### src/core/acr_pkg.sv
// Package with register map, field layout and carrier types of the codec config bank
package acr_pkg;
    // Register indices; byte address is four times the index
    localparam logic [15:0] IDX_CONV_PORT = 16'h1056;
    localparam logic [15:0] IDX_ADC_SEL = 16'h1057;
    localparam logic [15:0] IDX_POWER = 16'h1058;
    localparam logic [15:0] IDX_USER2 = 16'h105a;
    localparam logic [15:0] IDX_CLK_STAT = 16'h1060;
    localparam logic [15:0] IDX_DAC_AMP = 16'h1061;
    localparam logic [15:0] IDX_IRQ_STAT = 16'h1062;
    localparam logic [15:0] IDX_IRQ_MASK = 16'h1063;
    localparam int ADDR_W = 16;

    // Converter port register fields
    localparam int CP_SEL_LSB = 5;
    localparam int CP_LR_POL = 4;
    localparam int CP_BCLK_POL = 3;
    localparam int CP_FMT_LSB = 0;
    localparam logic [6:0] CP_MASK = 7'h7f;
    localparam logic [7:0] CONV_PORT_RST = 8'h00;
    // Format codes
    localparam logic [2:0] FMT_I2S = 3'h0;
    localparam logic [2:0] FMT_LJ = 3'h1;
    localparam logic [2:0] FMT_RJ24 = 3'h3;
    localparam logic [2:0] FMT_RJ20 = 3'h4;
    localparam logic [2:0] FMT_RJ18 = 3'h5;
    localparam logic [2:0] FMT_RJ16 = 3'h6;

    // Input mux, power and user control two
    localparam logic [3:0] ADC_SEL_RST = 4'h1;
    localparam logic [15:0] POWER_RST = 16'h0000;
    localparam int PWR_PLL = 15;
    localparam int PWR_SRC = 2;
    localparam int PWR_ENGINE = 1;
    localparam int PWR_DSP = 0;
    localparam int U2_MUTE = 7;
    localparam int U2_ATT_W = 5;
    localparam logic [7:0] USER2_RST = 8'h00;

    // Clock and converter status register fields
    localparam int CS_ONES_LSB = 9;
    localparam logic [3:0] CS_ONES = 4'hf;
    localparam int CS_MUX_EN = 8;
    localparam int CS_LOCK = 7;
    localparam int CS_MCLK_EN = 6;
    localparam int CS_MSEL_LSB = 3;
    localparam int CS_PSEL_LSB = 1;
    localparam int CS_PLL_EN = 0;
    localparam logic [2:0] MSEL_X1024 = 3'h1;
    localparam logic [8:0] CLK_STAT_RST = 9'h000;

    // DAC amplifier register
    localparam int DA_CHOP_DIS = 1;
    localparam logic DAC_AMP_RST = 1'b0;

    // Interrupt bits: lock gained, lock lost
    localparam int IRQ_W = 2;
    localparam int IRQ_LOCK_ON = 0;
    localparam int IRQ_LOCK_OFF = 1;
    localparam logic [1:0] IRQ_MASK_RST = 2'h0;

    // Converter serial input settings
    typedef struct packed {
        logic [3:0] port_onehot;  // Bit n routes serial input n
        logic left_high;
        logic data_rising;
        logic fmt_i2s;
        logic fmt_left_just;
        logic fmt_right_just;
        logic [4:0] rj_bits;
        logic fmt_valid;
    } acr_src_cfg_t;

    // Clock generation settings
    typedef struct packed {
        logic src_mux_en;
        logic mclk_x1024;
        logic mclk_x128;
        logic [3:0] pll_ratio_onehot;  // 64,128,256,512 x fs
        logic pll_in_use;
    } acr_clk_cfg_t;
endpackage

### src/core/acr_sync3.sv
// Three-stage synchroniser whose output moves once stages two and three agree
`timescale 1ns/1ns
module acr_sync3 (
    input wire logic clk,
    input wire logic rst_n,
    input wire logic d,
    output logic q
);
    logic s1_r;
    logic s2_r;
    logic s3_r;

    // Shift chain
    always_ff @(posedge clk or negedge rst_n) begin
        if (!rst_n) begin
            s1_r <= 1'b0;
            s2_r <= 1'b0;
            s3_r <= 1'b0;
        end else begin
            s1_r <= d;
            s2_r <= s1_r;
            s3_r <= s2_r;
        end
    end

    // Accept level only when the last two stages agree
    always_ff @(posedge clk or negedge rst_n) begin
        if (!rst_n) begin
            q <= 1'b0;
        end else if (s2_r == s3_r) begin
            q <= s3_r;
        end
    end
endmodule

### src/core/acr_irq.sv
// Sticky event status with write-one-to-clear, mask and level interrupt
`timescale 1ns/1ns
module acr_irq #(
    parameter int W = 2
) (
    input wire logic clk,
    input wire logic rst_n,
    input wire logic [W-1:0] event_in,
    input wire logic [W-1:0] clear,
    input wire logic [W-1:0] mask,
    output logic [W-1:0] status,
    output logic irq
);
    // Per-bit sticky flag, a new event beats a clear
    for (genvar i = 0; i < W; i++) begin : g_bit
        always_ff @(posedge clk or negedge rst_n) begin
            if (!rst_n) begin
                status[i] <= 1'b0;
            end else if (event_in[i]) begin
                status[i] <= 1'b1;
            end else if (clear[i]) begin
                status[i] <= 1'b0;
            end
        end
    end

    // Registered interrupt level, a set mask bit keeps its flag off the line
    always_ff @(posedge clk or negedge rst_n) begin
        if (!rst_n) begin
            irq <= 1'b0;
        end else begin
            irq <= |((status | event_in) & ~clear & ~mask) | |(event_in & ~mask);
        end
    end
endmodule

### src/core/acr_regs.sv
// Configuration and status register bank of the codec, reached over APB
//
// The implementer's own choice: register access over APB.
`timescale 1ns/1ns
// Function
// - Port select 00..11 routes serial input three, two, one, zero.
// - Frame polarity 0 takes left on low frame clock; 1 swaps halves.
// - Bit clock polarity 0 means data changes on falling edge; 1 rising.
// - Format 000 I2S, 001 left, 011..110 right 24/20/18/16; others reserved.
// - Input mux bits 0..3 connect analog inputs one..four; reset selects one.
// - Power bits: 1 powers block up; all reset to zero.
// - Bit 7 mutes headphone; bits 4:0 attenuate in 1.5 dB steps.
// - Status bits 12:9 always read back as ones.
// - Bit 8 enables converter mux; bit 7 read-only lock indicator.
// - Bit 6 enables the master clock output pin.
// - Clock select 001 gives 1024 fs, 1xx gives 128 fs.
// - PLL select gives 64..512 fs; bit 0 uses PLL when 1.
// - Chopping bit 0 enables chopping, 1 disables it.
module acr_regs (
    input wire logic clk,
    input wire logic rst_n,
    input wire logic psel,
    input wire logic penable,
    input wire logic pwrite,
    input wire logic [acr_pkg::ADDR_W-1:0] paddr,
    input wire logic [31:0] pwdata,
    output logic [31:0] prdata,
    output logic pready,
    output logic pslverr,
    input wire logic src_locked_pin,
    output acr_pkg::acr_src_cfg_t src_cfg,
    output logic analog_input_one_en,
    output logic analog_input_two_en,
    output logic analog_input_three_en,
    output logic analog_input_four_en,
    output logic [15:0] power_up,
    output logic hp_mute,
    output logic [4:0] hp_atten_steps,
    output logic master_clock_out_pin_en,
    output acr_pkg::acr_clk_cfg_t clk_cfg,
    output logic dac_chop_en,
    output logic irq
);
    // Byte addresses
    localparam logic [15:0] A_CONV = 16'(acr_pkg::IDX_CONV_PORT * 4);
    localparam logic [15:0] A_ADC = 16'(acr_pkg::IDX_ADC_SEL * 4);
    localparam logic [15:0] A_PWR = 16'(acr_pkg::IDX_POWER * 4);
    localparam logic [15:0] A_U2 = 16'(acr_pkg::IDX_USER2 * 4);
    localparam logic [15:0] A_CS = 16'(acr_pkg::IDX_CLK_STAT * 4);
    localparam logic [15:0] A_DA = 16'(acr_pkg::IDX_DAC_AMP * 4);
    localparam logic [15:0] A_IST = 16'(acr_pkg::IDX_IRQ_STAT * 4);
    localparam logic [15:0] A_IMK = 16'(acr_pkg::IDX_IRQ_MASK * 4);

    logic [6:0] conv_port_r;
    logic [3:0] adc_sel_r;
    logic [15:0] power_r;
    logic hp_mute_r;
    logic [4:0] hp_att_r;
    logic [8:0] clk_stat_r;
    logic dac_chop_dis_r;
    logic [1:0] irq_mask_r;
    logic [1:0] irq_status;
    logic [1:0] irq_clear;
    logic [1:0] irq_event;
    logic locked;
    logic locked_d_r;
    logic access;
    logic wr_en;
    logic hit;
    logic [31:0] rd_mux;

    // Lock indicator from the converter, pin domain
    acr_sync3 u_lock_sync (
        .clk(clk),
        .rst_n(rst_n),
        .d(src_locked_pin),
        .q(locked)
    );

    // Access phase seen, answered one cycle later
    assign access = psel & penable;
    assign wr_en = access & pready & pwrite & hit;

    // APB ready: one wait state, then a single-cycle answer
    always_ff @(posedge clk or negedge rst_n) begin
        if (!rst_n) begin
            pready <= 1'b0;
        end else begin
            pready <= access & ~pready;
        end
    end

    // Address decode
    always_comb begin
        case (paddr)
            A_CONV, A_ADC, A_PWR, A_U2: hit = 1'b1;
            A_CS, A_DA, A_IST, A_IMK: hit = 1'b1;
            default: hit = 1'b0;
        endcase
    end

    // Read data assembly, reserved bits read zero
    always_comb begin
        rd_mux = 32'h0000_0000;
        case (paddr)
            A_CONV: begin
                rd_mux[6:0] = conv_port_r;
            end
            A_ADC: begin
                rd_mux[3:0] = adc_sel_r;
            end
            A_PWR: begin
                rd_mux[15:0] = power_r;
            end
            A_U2: begin
                rd_mux[acr_pkg::U2_MUTE] = hp_mute_r;
                rd_mux[4:0] = hp_att_r;
            end
            A_CS: begin
                rd_mux[8:0] = clk_stat_r;
                rd_mux[12:9] = acr_pkg::CS_ONES;
                rd_mux[acr_pkg::CS_LOCK] = locked;
            end
            A_DA: begin
                rd_mux[acr_pkg::DA_CHOP_DIS] = dac_chop_dis_r;
            end
            A_IST: begin
                rd_mux[1:0] = irq_status;
            end
            A_IMK: begin
                rd_mux[1:0] = irq_mask_r;
            end
            default: begin
                rd_mux = 32'h0000_0000;
            end
        endcase
    end

    // Read data and error response, captured at the end of the wait state
    always_ff @(posedge clk or negedge rst_n) begin
        if (!rst_n) begin
            prdata <= 32'h0000_0000;
            pslverr <= 1'b0;
        end else if (access & ~pready) begin
            prdata <= pwrite ? 32'h0000_0000 : rd_mux;
            pslverr <= ~hit;
        end else begin
            prdata <= 32'h0000_0000;
            pslverr <= 1'b0;
        end
    end

    // Converter port register, bit 7 not stored
    always_ff @(posedge clk or negedge rst_n) begin
        if (!rst_n) begin
            conv_port_r <= acr_pkg::CONV_PORT_RST[6:0];
        end else if (wr_en && paddr == A_CONV) begin
            conv_port_r <= pwdata[6:0] & acr_pkg::CP_MASK;
        end
    end

    // Input mux register
    always_ff @(posedge clk or negedge rst_n) begin
        if (!rst_n) begin
            adc_sel_r <= acr_pkg::ADC_SEL_RST;
        end else if (wr_en && paddr == A_ADC) begin
            adc_sel_r <= pwdata[3:0];
        end
    end

    // Power control register
    always_ff @(posedge clk or negedge rst_n) begin
        if (!rst_n) begin
            power_r <= acr_pkg::POWER_RST;
        end else if (wr_en && paddr == A_PWR) begin
            power_r <= pwdata[15:0];
        end
    end

    // User control two: mute and attenuation
    always_ff @(posedge clk or negedge rst_n) begin
        if (!rst_n) begin
            hp_mute_r <= acr_pkg::USER2_RST[acr_pkg::U2_MUTE];
            hp_att_r <= acr_pkg::USER2_RST[4:0];
        end else if (wr_en && paddr == A_U2) begin
            hp_mute_r <= pwdata[acr_pkg::U2_MUTE];
            hp_att_r <= pwdata[4:0];
        end
    end

    // Clock register; lock bit is not writable
    always_ff @(posedge clk or negedge rst_n) begin
        if (!rst_n) begin
            clk_stat_r <= acr_pkg::CLK_STAT_RST;
        end else if (wr_en && paddr == A_CS) begin
            clk_stat_r <= pwdata[8:0];
            clk_stat_r[acr_pkg::CS_LOCK] <= 1'b0;
        end
    end

    // DAC amplifier register
    always_ff @(posedge clk or negedge rst_n) begin
        if (!rst_n) begin
            dac_chop_dis_r <= acr_pkg::DAC_AMP_RST;
        end else if (wr_en && paddr == A_DA) begin
            dac_chop_dis_r <= pwdata[acr_pkg::DA_CHOP_DIS];
        end
    end

    // Interrupt mask register
    always_ff @(posedge clk or negedge rst_n) begin
        if (!rst_n) begin
            irq_mask_r <= acr_pkg::IRQ_MASK_RST;
        end else if (wr_en && paddr == A_IMK) begin
            irq_mask_r <= pwdata[1:0];
        end
    end

    // Lock edge events
    always_ff @(posedge clk or negedge rst_n) begin
        if (!rst_n) begin
            locked_d_r <= 1'b0;
        end else begin
            locked_d_r <= locked;
        end
    end

    assign irq_event[acr_pkg::IRQ_LOCK_ON] = locked & ~locked_d_r;
    assign irq_event[acr_pkg::IRQ_LOCK_OFF] = ~locked & locked_d_r;
    assign irq_clear = (wr_en && paddr == A_IST) ? pwdata[1:0] : 2'h0;

    acr_irq #(
        .W(acr_pkg::IRQ_W)
    ) u_irq (
        .clk(clk),
        .rst_n(rst_n),
        .event_in(irq_event),
        .clear(irq_clear),
        .mask(irq_mask_r),
        .status(irq_status),
        .irq(irq)
    );

    // Converter serial input decode
    always_ff @(posedge clk or negedge rst_n) begin
        if (!rst_n) begin
            src_cfg <= '0;
        end else begin
            // Port select counts down from input three
            case (conv_port_r[6:5])
                2'h0: src_cfg.port_onehot <= 4'h8;
                2'h1: src_cfg.port_onehot <= 4'h4;
                2'h2: src_cfg.port_onehot <= 4'h2;
                default: src_cfg.port_onehot <= 4'h1;
            endcase
            src_cfg.left_high <= conv_port_r[acr_pkg::CP_LR_POL];
            src_cfg.data_rising <= conv_port_r[acr_pkg::CP_BCLK_POL];
            src_cfg.fmt_i2s <= 1'b0;
            src_cfg.fmt_left_just <= 1'b0;
            src_cfg.fmt_right_just <= 1'b0;
            src_cfg.rj_bits <= 5'h00;
            src_cfg.fmt_valid <= 1'b1;
            // Reserved codes flag an invalid format
            case (conv_port_r[2:0])
                acr_pkg::FMT_I2S: src_cfg.fmt_i2s <= 1'b1;
                acr_pkg::FMT_LJ: src_cfg.fmt_left_just <= 1'b1;
                acr_pkg::FMT_RJ24: begin
                    src_cfg.fmt_right_just <= 1'b1;
                    src_cfg.rj_bits <= 5'd24;
                end
                acr_pkg::FMT_RJ20: begin
                    src_cfg.fmt_right_just <= 1'b1;
                    src_cfg.rj_bits <= 5'd20;
                end
                acr_pkg::FMT_RJ18: begin
                    src_cfg.fmt_right_just <= 1'b1;
                    src_cfg.rj_bits <= 5'd18;
                end
                acr_pkg::FMT_RJ16: begin
                    src_cfg.fmt_right_just <= 1'b1;
                    src_cfg.rj_bits <= 5'd16;
                end
                default: src_cfg.fmt_valid <= 1'b0;
            endcase
        end
    end

    // Analog input mux to the ADC
    always_ff @(posedge clk or negedge rst_n) begin
        if (!rst_n) begin
            analog_input_one_en <= 1'b0;
            analog_input_two_en <= 1'b0;
            analog_input_three_en <= 1'b0;
            analog_input_four_en <= 1'b0;
        end else begin
            analog_input_one_en <= adc_sel_r[0];
            analog_input_two_en <= adc_sel_r[1];
            analog_input_three_en <= adc_sel_r[2];
            analog_input_four_en <= adc_sel_r[3];
        end
    end

    // Block power-up levels
    always_ff @(posedge clk or negedge rst_n) begin
        if (!rst_n) begin
            power_up <= 16'h0000;
        end else begin
            power_up <= power_r;
        end
    end

    // Headphone mute and attenuation steps
    always_ff @(posedge clk or negedge rst_n) begin
        if (!rst_n) begin
            hp_mute <= 1'b0;
            hp_atten_steps <= 5'h00;
        end else begin
            hp_mute <= hp_mute_r;
            hp_atten_steps <= hp_att_r;
        end
    end

    // Amplifier chopping, on while the disable bit is clear
    always_ff @(posedge clk or negedge rst_n) begin
        if (!rst_n) begin
            dac_chop_en <= 1'b0;
        end else begin
            dac_chop_en <= ~dac_chop_dis_r;
        end
    end

    // Master clock output pin enable
    always_ff @(posedge clk or negedge rst_n) begin
        if (!rst_n) begin
            master_clock_out_pin_en <= 1'b0;
        end else begin
            master_clock_out_pin_en <= clk_stat_r[acr_pkg::CS_MCLK_EN];
        end
    end

    // Clock generation decode
    always_ff @(posedge clk or negedge rst_n) begin
        if (!rst_n) begin
            clk_cfg <= '0;
        end else begin
            clk_cfg.src_mux_en <= clk_stat_r[acr_pkg::CS_MUX_EN];
            clk_cfg.mclk_x1024 <= (clk_stat_r[5:3] == acr_pkg::MSEL_X1024);
            clk_cfg.mclk_x128 <= clk_stat_r[5];
            clk_cfg.pll_ratio_onehot <= 4'(4'h1 << clk_stat_r[2:1]);
            clk_cfg.pll_in_use <= clk_stat_r[acr_pkg::CS_PLL_EN];
        end
    end
endmodule

### config.mk
export PLATFORM = sky130hd
export DESIGN_NAME = acr_regs
export DESIGN_NICKNAME = d
export VERILOG_FILES = /design/src/core/acr_pkg.sv /design/src/core/acr_sync3.sv /design/src/core/acr_irq.sv /design/src/core/acr_regs.sv
export SDC_FILE = /design/constraint.sdc
export NUM_CORES = 1
export LEC_CHECK = 0
export BUFFER_PORTS_ARGS = -buffer_cell sky130_fd_sc_hd__buf_2
export CAP_MARGIN = 20
export CORE_UTILIZATION = 50
export CTS_CLUSTER_SIZE = 8
export DETAILED_ROUTE_END_ITERATION = 10
export PLACE_DENSITY = 0.78
export SYNTH_ARGS = -nofsm -noshare
export SYNTH_HDL_FRONTEND = slang
export SYNTH_SLANG_ARGS = --single-unit
### constraint.sdc
create_clock -name clk -period 5.07 [get_ports clk]
set_input_delay 0.507 -clock clk [delete_from_list [all_inputs] [get_ports clk]]
set_output_delay 0.507 -clock clk [all_outputs]
set_load 0.1 [all_outputs]
# After elaboration in Yosys (flattened, before gate mapping)
# Cells that the tools add are included.
dict set report totals {
  regBits 137
  in_bits 54
  output_inout_bits 86
  word_cells 116
}
dict set report classes {
  eq_ne 17
  shifts 1
  n_mux 22
  n_bitwise 19
  n_reduce_logical 16
}
# cell n
set op_table {}
lappend op_table {{16-bit by 15-bit equality test with 1-bit output (second input constant)} 8}
lappend op_table {{16-bit two-way mux} 2}
lappend op_table {{6-bit one-hot mux with 4 select lines} 1}
lappend op_table {{4-bit one-hot mux with 3 select lines} 1}
lappend op_table {{2-bit one-hot mux with 5 select lines} 1}
lappend op_table {{5-bit one-hot mux with 2 select lines} 1}
lappend op_table {{3-bit equality test (second input constant)} 3}
lappend op_table {{1-bit two-way mux} 9}
lappend op_table {{1-bit logical AND} 8}
lappend op_table {{1-bit one-hot mux with 8 select lines} 1}
lappend op_table {{8-bit OR reduction} 1}
lappend op_table {{1-bit bitwise AND} 7}
lappend op_table {{1-bit one-hot mux with 7 select lines} 1}
lappend op_table {{2-bit bitwise AND} 3}
lappend op_table {{3-bit by 1-bit equality test with 1-bit output (second input constant)} 2}
lappend op_table {{2-bit one-hot mux with 3 select lines} 1}
lappend op_table {{6-bit OR reduction} 1}
lappend op_table {{1-bit NOT} 5}
lappend op_table {{2-bit NOT} 2}
lappend op_table {{1-bit one-hot mux with 4 select lines} 1}
lappend op_table {{2-bit nonzero test} 2}
lappend op_table {{2-bit OR reduction} 2}
lappend op_table {{1-bit by 2-bit left shift with 4-bit output (first input constant)} 1}
lappend op_table {{3-bit by 2-bit equality test with 1-bit output (second input constant)} 1}
lappend op_table {{other kinds (10)} 10}

# Logic depth before layout (Yosys ltp)
dict set report logic_depth {
  ltp_word 11
  depth_mapped 6
  ltp_nobuf 4
}

# Modules after synthesis
# From an unflattened synthesis, not the netlist that was laid out.
dict set report unflattened {
  cells_unflattened 328
  hier_area_um2 4541.9
}
# mod instances cells_per_inst area_per_inst_um2
set modules_own_cells {}
lappend modules_own_cells {acr_regs 1 313 4316.6}
lappend modules_own_cells {acr_irq 1 10 113.9}
lappend modules_own_cells {acr_sync3 1 5 111.4}

# Least setup slack after synthesis
# No wires, ideal clock.
dict set report synth_path {
  path_type {register to register}
  from {reg pready}
  to {reg power_r[10]}
  setup_time_ns 0.125
  t_arrival_ns 2.497
  required_time_ns 4.945
  slack_ns 2.447
  path_stages_with_launch 6
  path_buffers 1
  path_cell_list {dfrtp_1 and4_1 nor3b_4 nor4b_4 buf_6 mux2_4}
}
dict set report synth_via {
  elab_chain_len 4
}
# item line
set synth_rtl {}
lappend synth_rtl {{start: declaration} acr_regs.sv:28} ;# output logic pready,
lappend synth_rtl {{start signal: assignment} acr_regs.sv:89} ;# pready <= access & ~pready;
lappend synth_rtl {{1-bit bitwise AND (3 in a row)} acr_regs.sv:82} ;# assign wr_en = access & pready & pwrite & hit;
lappend synth_rtl {{1-bit logical AND} acr_regs.sv:175} ;# end else if (wr_en && paddr == A_PWR) begin
lappend synth_rtl {{end signal: assignment} acr_regs.sv:174} ;# power_r <= acr_pkg::POWER_RST;
lappend synth_rtl {{end signal: assignment} acr_regs.sv:176} ;# power_r <= pwdata[15:0];
lappend synth_rtl {{end: declaration} acr_regs.sv:56} ;# logic [15:0] power_r;
# Every way passes these cells.
# A chain may end at the register's enable or synchronous reset.

# Worst setup path in the final report
dict set report layout_path {
  from {in paddr[4] in the netlist's numbering}
  to {reg clk_stat_r[5]}
}
dict set report layout_via {
  elab_chain_len 5
  elab_cells_between_ends 12
  cone_classes {8 x eq/ne; 1 x mux; 1 x bitwise; 2 x reduce/logical}
}
# item line
set layout_rtl {}
lappend layout_rtl {{start: declaration} acr_regs.sv:25} ;# input wire logic [acr_pkg::ADDR_W-1:0] paddr,
lappend layout_rtl {{16-bit by 15-bit equality test with 1-bit output, on equally long branches} {acr_regs.sv:95, acr_regs.sv:195}}
lappend layout_rtl {{8-bit OR reduction (no source line)} -}
lappend layout_rtl {{1-bit two-way mux} acr_regs.sv:95} ;# case (paddr)
lappend layout_rtl {{1-bit bitwise AND} acr_regs.sv:82}
lappend layout_rtl {{1-bit logical AND *} acr_regs.sv:195} ;# end else if (wr_en && paddr == A_CS) begin
lappend layout_rtl {{end signal: assignment} acr_regs.sv:194} ;# clk_stat_r <= acr_pkg::CLK_STAT_RST;
lappend layout_rtl {{end signal: assignment} acr_regs.sv:196} ;# clk_stat_r <= pwdata[8:0];
lappend layout_rtl {{end: declaration} acr_regs.sv:59} ;# logic [8:0] clk_stat_r;
# Every way passes the cells marked *; elsewhere a longest branch is shown, timed or not.

==> metrics.json <==
{
  "outcome": "complete, but fails checks",
  "failed_checks": "design-rule violations",
  "synth-seq-area-share_pct": 65.07,
  "via_count": 2993,
  "area_delta_synth_final_pct": 24.46,
  "io-pin-count": 140,
  "fp-row-count": 34,
  "initial_core_util_pct": 51.99,
  "layout.cells.most_common": "sky130_fd_sc_hd__dfrtp_1",
  "grt_start_max_net_pins": 65,
  "met3RoutedLength_um": 589,
  "headroom_to_the_max_slew_limit_pct": 34.98,
  "drt_wl_total_um": 9765,
  "synth.ff_latch_count": 119,
  "cts_buffer_depth": 2,
  "unrepaired_setup_endpoints_after_global_routing": "no",
  "place.detailed.instances": 522,
  "die_x_um": 97.69,
  "cts_h_tree_depth": 4,
  "power.leakage_uw": 0.002972,
  "timing.clock.skew_ns": 0.005579,
  "route.detailed.wl_per_inst_um": 17.63,
  "dr.max_layer_used": "met4",
  "maxSlewViolCount": 0,
  "post_cts_resized": 0,
  "post_synth.cell_area_avg_sq_um": 14.44,
  "final_min_period_ns": 2.559,
  "wirelength_met1_um": 4149,
  "tritoncts.num_buffers": 17,
  "drtIter0Drc": 156,
  "peak_ir_drop_on_the_vdd_network_mv": 0.1882,
  "detail_route.first_pass.iterations": 8,
  "grt_remaining_overflow": 0,
  "design_area_sq_um": 5698,
  "syn_area_sq_um": 4578,
  "met2WireLength_um": 4894,
  "setup_tns_ns": 0,
  "global_route_wire_length_before_repair_um": 15730,
  "ant_nets": 0,
  "tritoncts": "yes",
  "max_freq_ghz": 0.3908,
  "dpl-instance-area_sq_um": 5141,
  "final_min_period_over_clock_period_pct": 50.47,
  "via_count_of_the_first_global_routing_pass": 3053,
  "crit_type": "in2reg",
  "synth-edff-count": 0,
  "insertedDiodeCount": 0,
  "postSynth.topFlopCell": "sky130_fd_sc_hd__dfrtp_1",
  "place_hpwl_um": 6630,
  "clock_insertion_delay_worst_skew_ns": 0.52,
  "final_util_pct": 64.71,
  "placeableCoreArea_sq_um": 8806,
  "drc": 18,
  "worst_hold_slack_ns": 0.01749,
  "worstPathMaxFanout": 10,
  "critical_path.startpoint_type": "primary input",
  "hold_path.class": "in2async",
  "critical_path_required_ns": 5.47,
  "timing.final.setup_violations": 0,
  "end_kind": "flip-flop",
  "via_per_inst": 5.403,
  "syn-instance-count": 317,
  "layout.cells.most_common_list": "sky130_fd_sc_hd__dfrtp_1 (118), sky130_fd_sc_hd__buf_2 (105), sky130_fd_sc_hd__mux2_2 (34), sky130_fd_sc_hd__conb_1 (17), sky130_fd_sc_hd__clkbuf_16 (16)",
  "final_cells": 554,
  "power.density_cell_area_nw_per_um2": 382.2,
  "io_buffer_count": 106,
  "cp_data_arrival_time_ns": 2.95,
  "dieHeight_um": 97.69,
  "hold_violations": 0,
  "grt_usage_pct": 22.22,
  "worst_pin_slew_ns": 0.9727,
  "ctsRootBufferMaster": "sky130_fd_sc_hd__clkbuf_8",
  "yosysWarningCount": 0,
  "cts_num_sinks": 119,
  "clkTransAtPathRegs_ns": 0.06,
  "cts.repair_timing.setup_buffer_count": 0,
  "ys_types": 50,
  "antenna_violations_before_repair": 0,
  "layout-drive-gt1-share_pct": 43.50,
  "finish.net_count": 487,
  "synth-async-reset-ratio_pct": 100.0,
  "globalplace.congestion": 0.8604,
  "floorplan.die_area_sq_um": 9543,
  "num-fill-cells": 626,
  "max_cap_viol_count": 0,
  "postCtsHoldBufs": 0
}
[flip-flops by register name, summed over array words and instances (netlist names), 4 cells and up]
register / cells
adc_sel_r: 4
clk_cfg: 8
clk_stat_r: 8
conv_port_r: 7
hp_att_r: 5
hp_atten_steps: 5
power_r: 16
power_up: 16
prdata: 16
src_cfg: 13
[final timing paths]
path / startpoint / endpoint / slack (ns) / cells past startpoint
hold / removal: rst_n / power_up[10]$_DFF_PN0_ / 0.02 / 1
max in group asynchronous: rst_n / conv_port_r[0]$_DFFE_PN0P_ / 3.82 / 2
hold reg to reg: u_lock_sync.s1_r$_DFF_PN0_ / u_lock_sync.s2_r$_DFF_PN0_ / 0.35 / 0
min in group clk: src_locked_pin / u_lock_sync.s1_r$_DFF_PN0_ / 0.09 / 1
setup reg to reg: pready$_DFF_PN0_ / power_r[5]$_DFFE_PN0P_ / 2.74 / 5
setup / recovery: paddr[4] / clk_stat_r[5]$_DFFE_PN0P_ / 2.51 / 5
[per-layer routing]
metal | GRT usage, % | vias to the layer above
li1 | - | 1347
met1 | 28.18 | 1520
met2 | 35.79 | 113
met3 | 6.187 | 13
met4 | 9.790 | 0
met5 | 0 | -
[synthesized netlist by cell type, drive strengths merged, types with 2 or more instances]
master	number	area, sq um
mux2	44	533.0
o211ai	2	15.01
dfrtp	118	2953
nor2b	7	43.79
xnor2	2	17.52
or4b	3	30.03
nand3	7	35.03
nor3	4	20.02
nand4	7	43.79
and3	7	43.79
a222oi	4	40.04
a31oi	2	12.51
a21o	3	22.52
a21oi	12	60.06
or3	2	12.51
buf	23	172.7
clkbuf	6	22.52
a32oi	2	17.52
and2	6	37.54
a22oi	4	30.03
nor4	2	12.51
nor4b	5	77.57
nor2	9	33.78
and4	2	17.52
inv	4	15.01
nor3b	5	48.80
nand2	8	30.03
nor4bb	2	20.02
o22ai	2	12.51
[critical path, cell delays in order]
cell and delay (ns):
sky130_fd_sc_hd__buf_2 0.14, sky130_fd_sc_hd__nor4b_2 0.78, sky130_fd_sc_hd__nor2b_1 0.57, sky130_fd_sc_hd__and3_1 0.56
sky130_fd_sc_hd__mux2_2 0.39
[per-stage QoR]
| stage | power, uW | worst slack, ns |
|---|---|---|
| 2_1_floorplan | 1062 | 2.447 |
| 3_3_place_gp | 1094 | 2.046 |
| 3_5_place_dp | 1097 | 1.983 |
| 5_1_grt | 2251 | 2.354 |
| 6_report | 2178 | 2.511 |
| 4_1_cts | 2194 | 2.539 |
[report_power, final]
part / internal, uW / switching (uW)
Combinational: 20.2 / 103
Clock: 686 / 413
Sequential: 954 / 2.37
Total: 1660 / 518
[kinds of logic (layout without fill, tap and decap cells)]
kind of cell	after synthesis	after routing	synth area share [%]
flip-flops	119	119	65.07
AND/OR/NAND/NOR	81	81	12.16
multiplexers	46	46	12.35
AO/OA/AOI/OAI	34	34	5.138
buffers and inverters	33	146	4.591
XOR/XNOR	2	2	0.3827
adder cells (fa/ha/maj)	1	1	0.2186
other	1	17	0.08191
[layout make-up]
| type | count | area, sq um | share of cell area [%] |
|---|---|---|---|
| clock buffers | 21 | 459.2 | 8.059 |
| clock inverters | 11 | 97.59 | 1.713 |
| inverters | 4 | 15.01 | 0.2635 |
| multi-input cells | 181 | 1449 | 25.43 |
| flip-flops and latches | 119 | 2979 | 52.28 |
| well taps | 108 | 135.1 | 2.372 |
| repair buffers | 110 | 563.0 | 9.881 |
(Power assumes the default switching activity.)
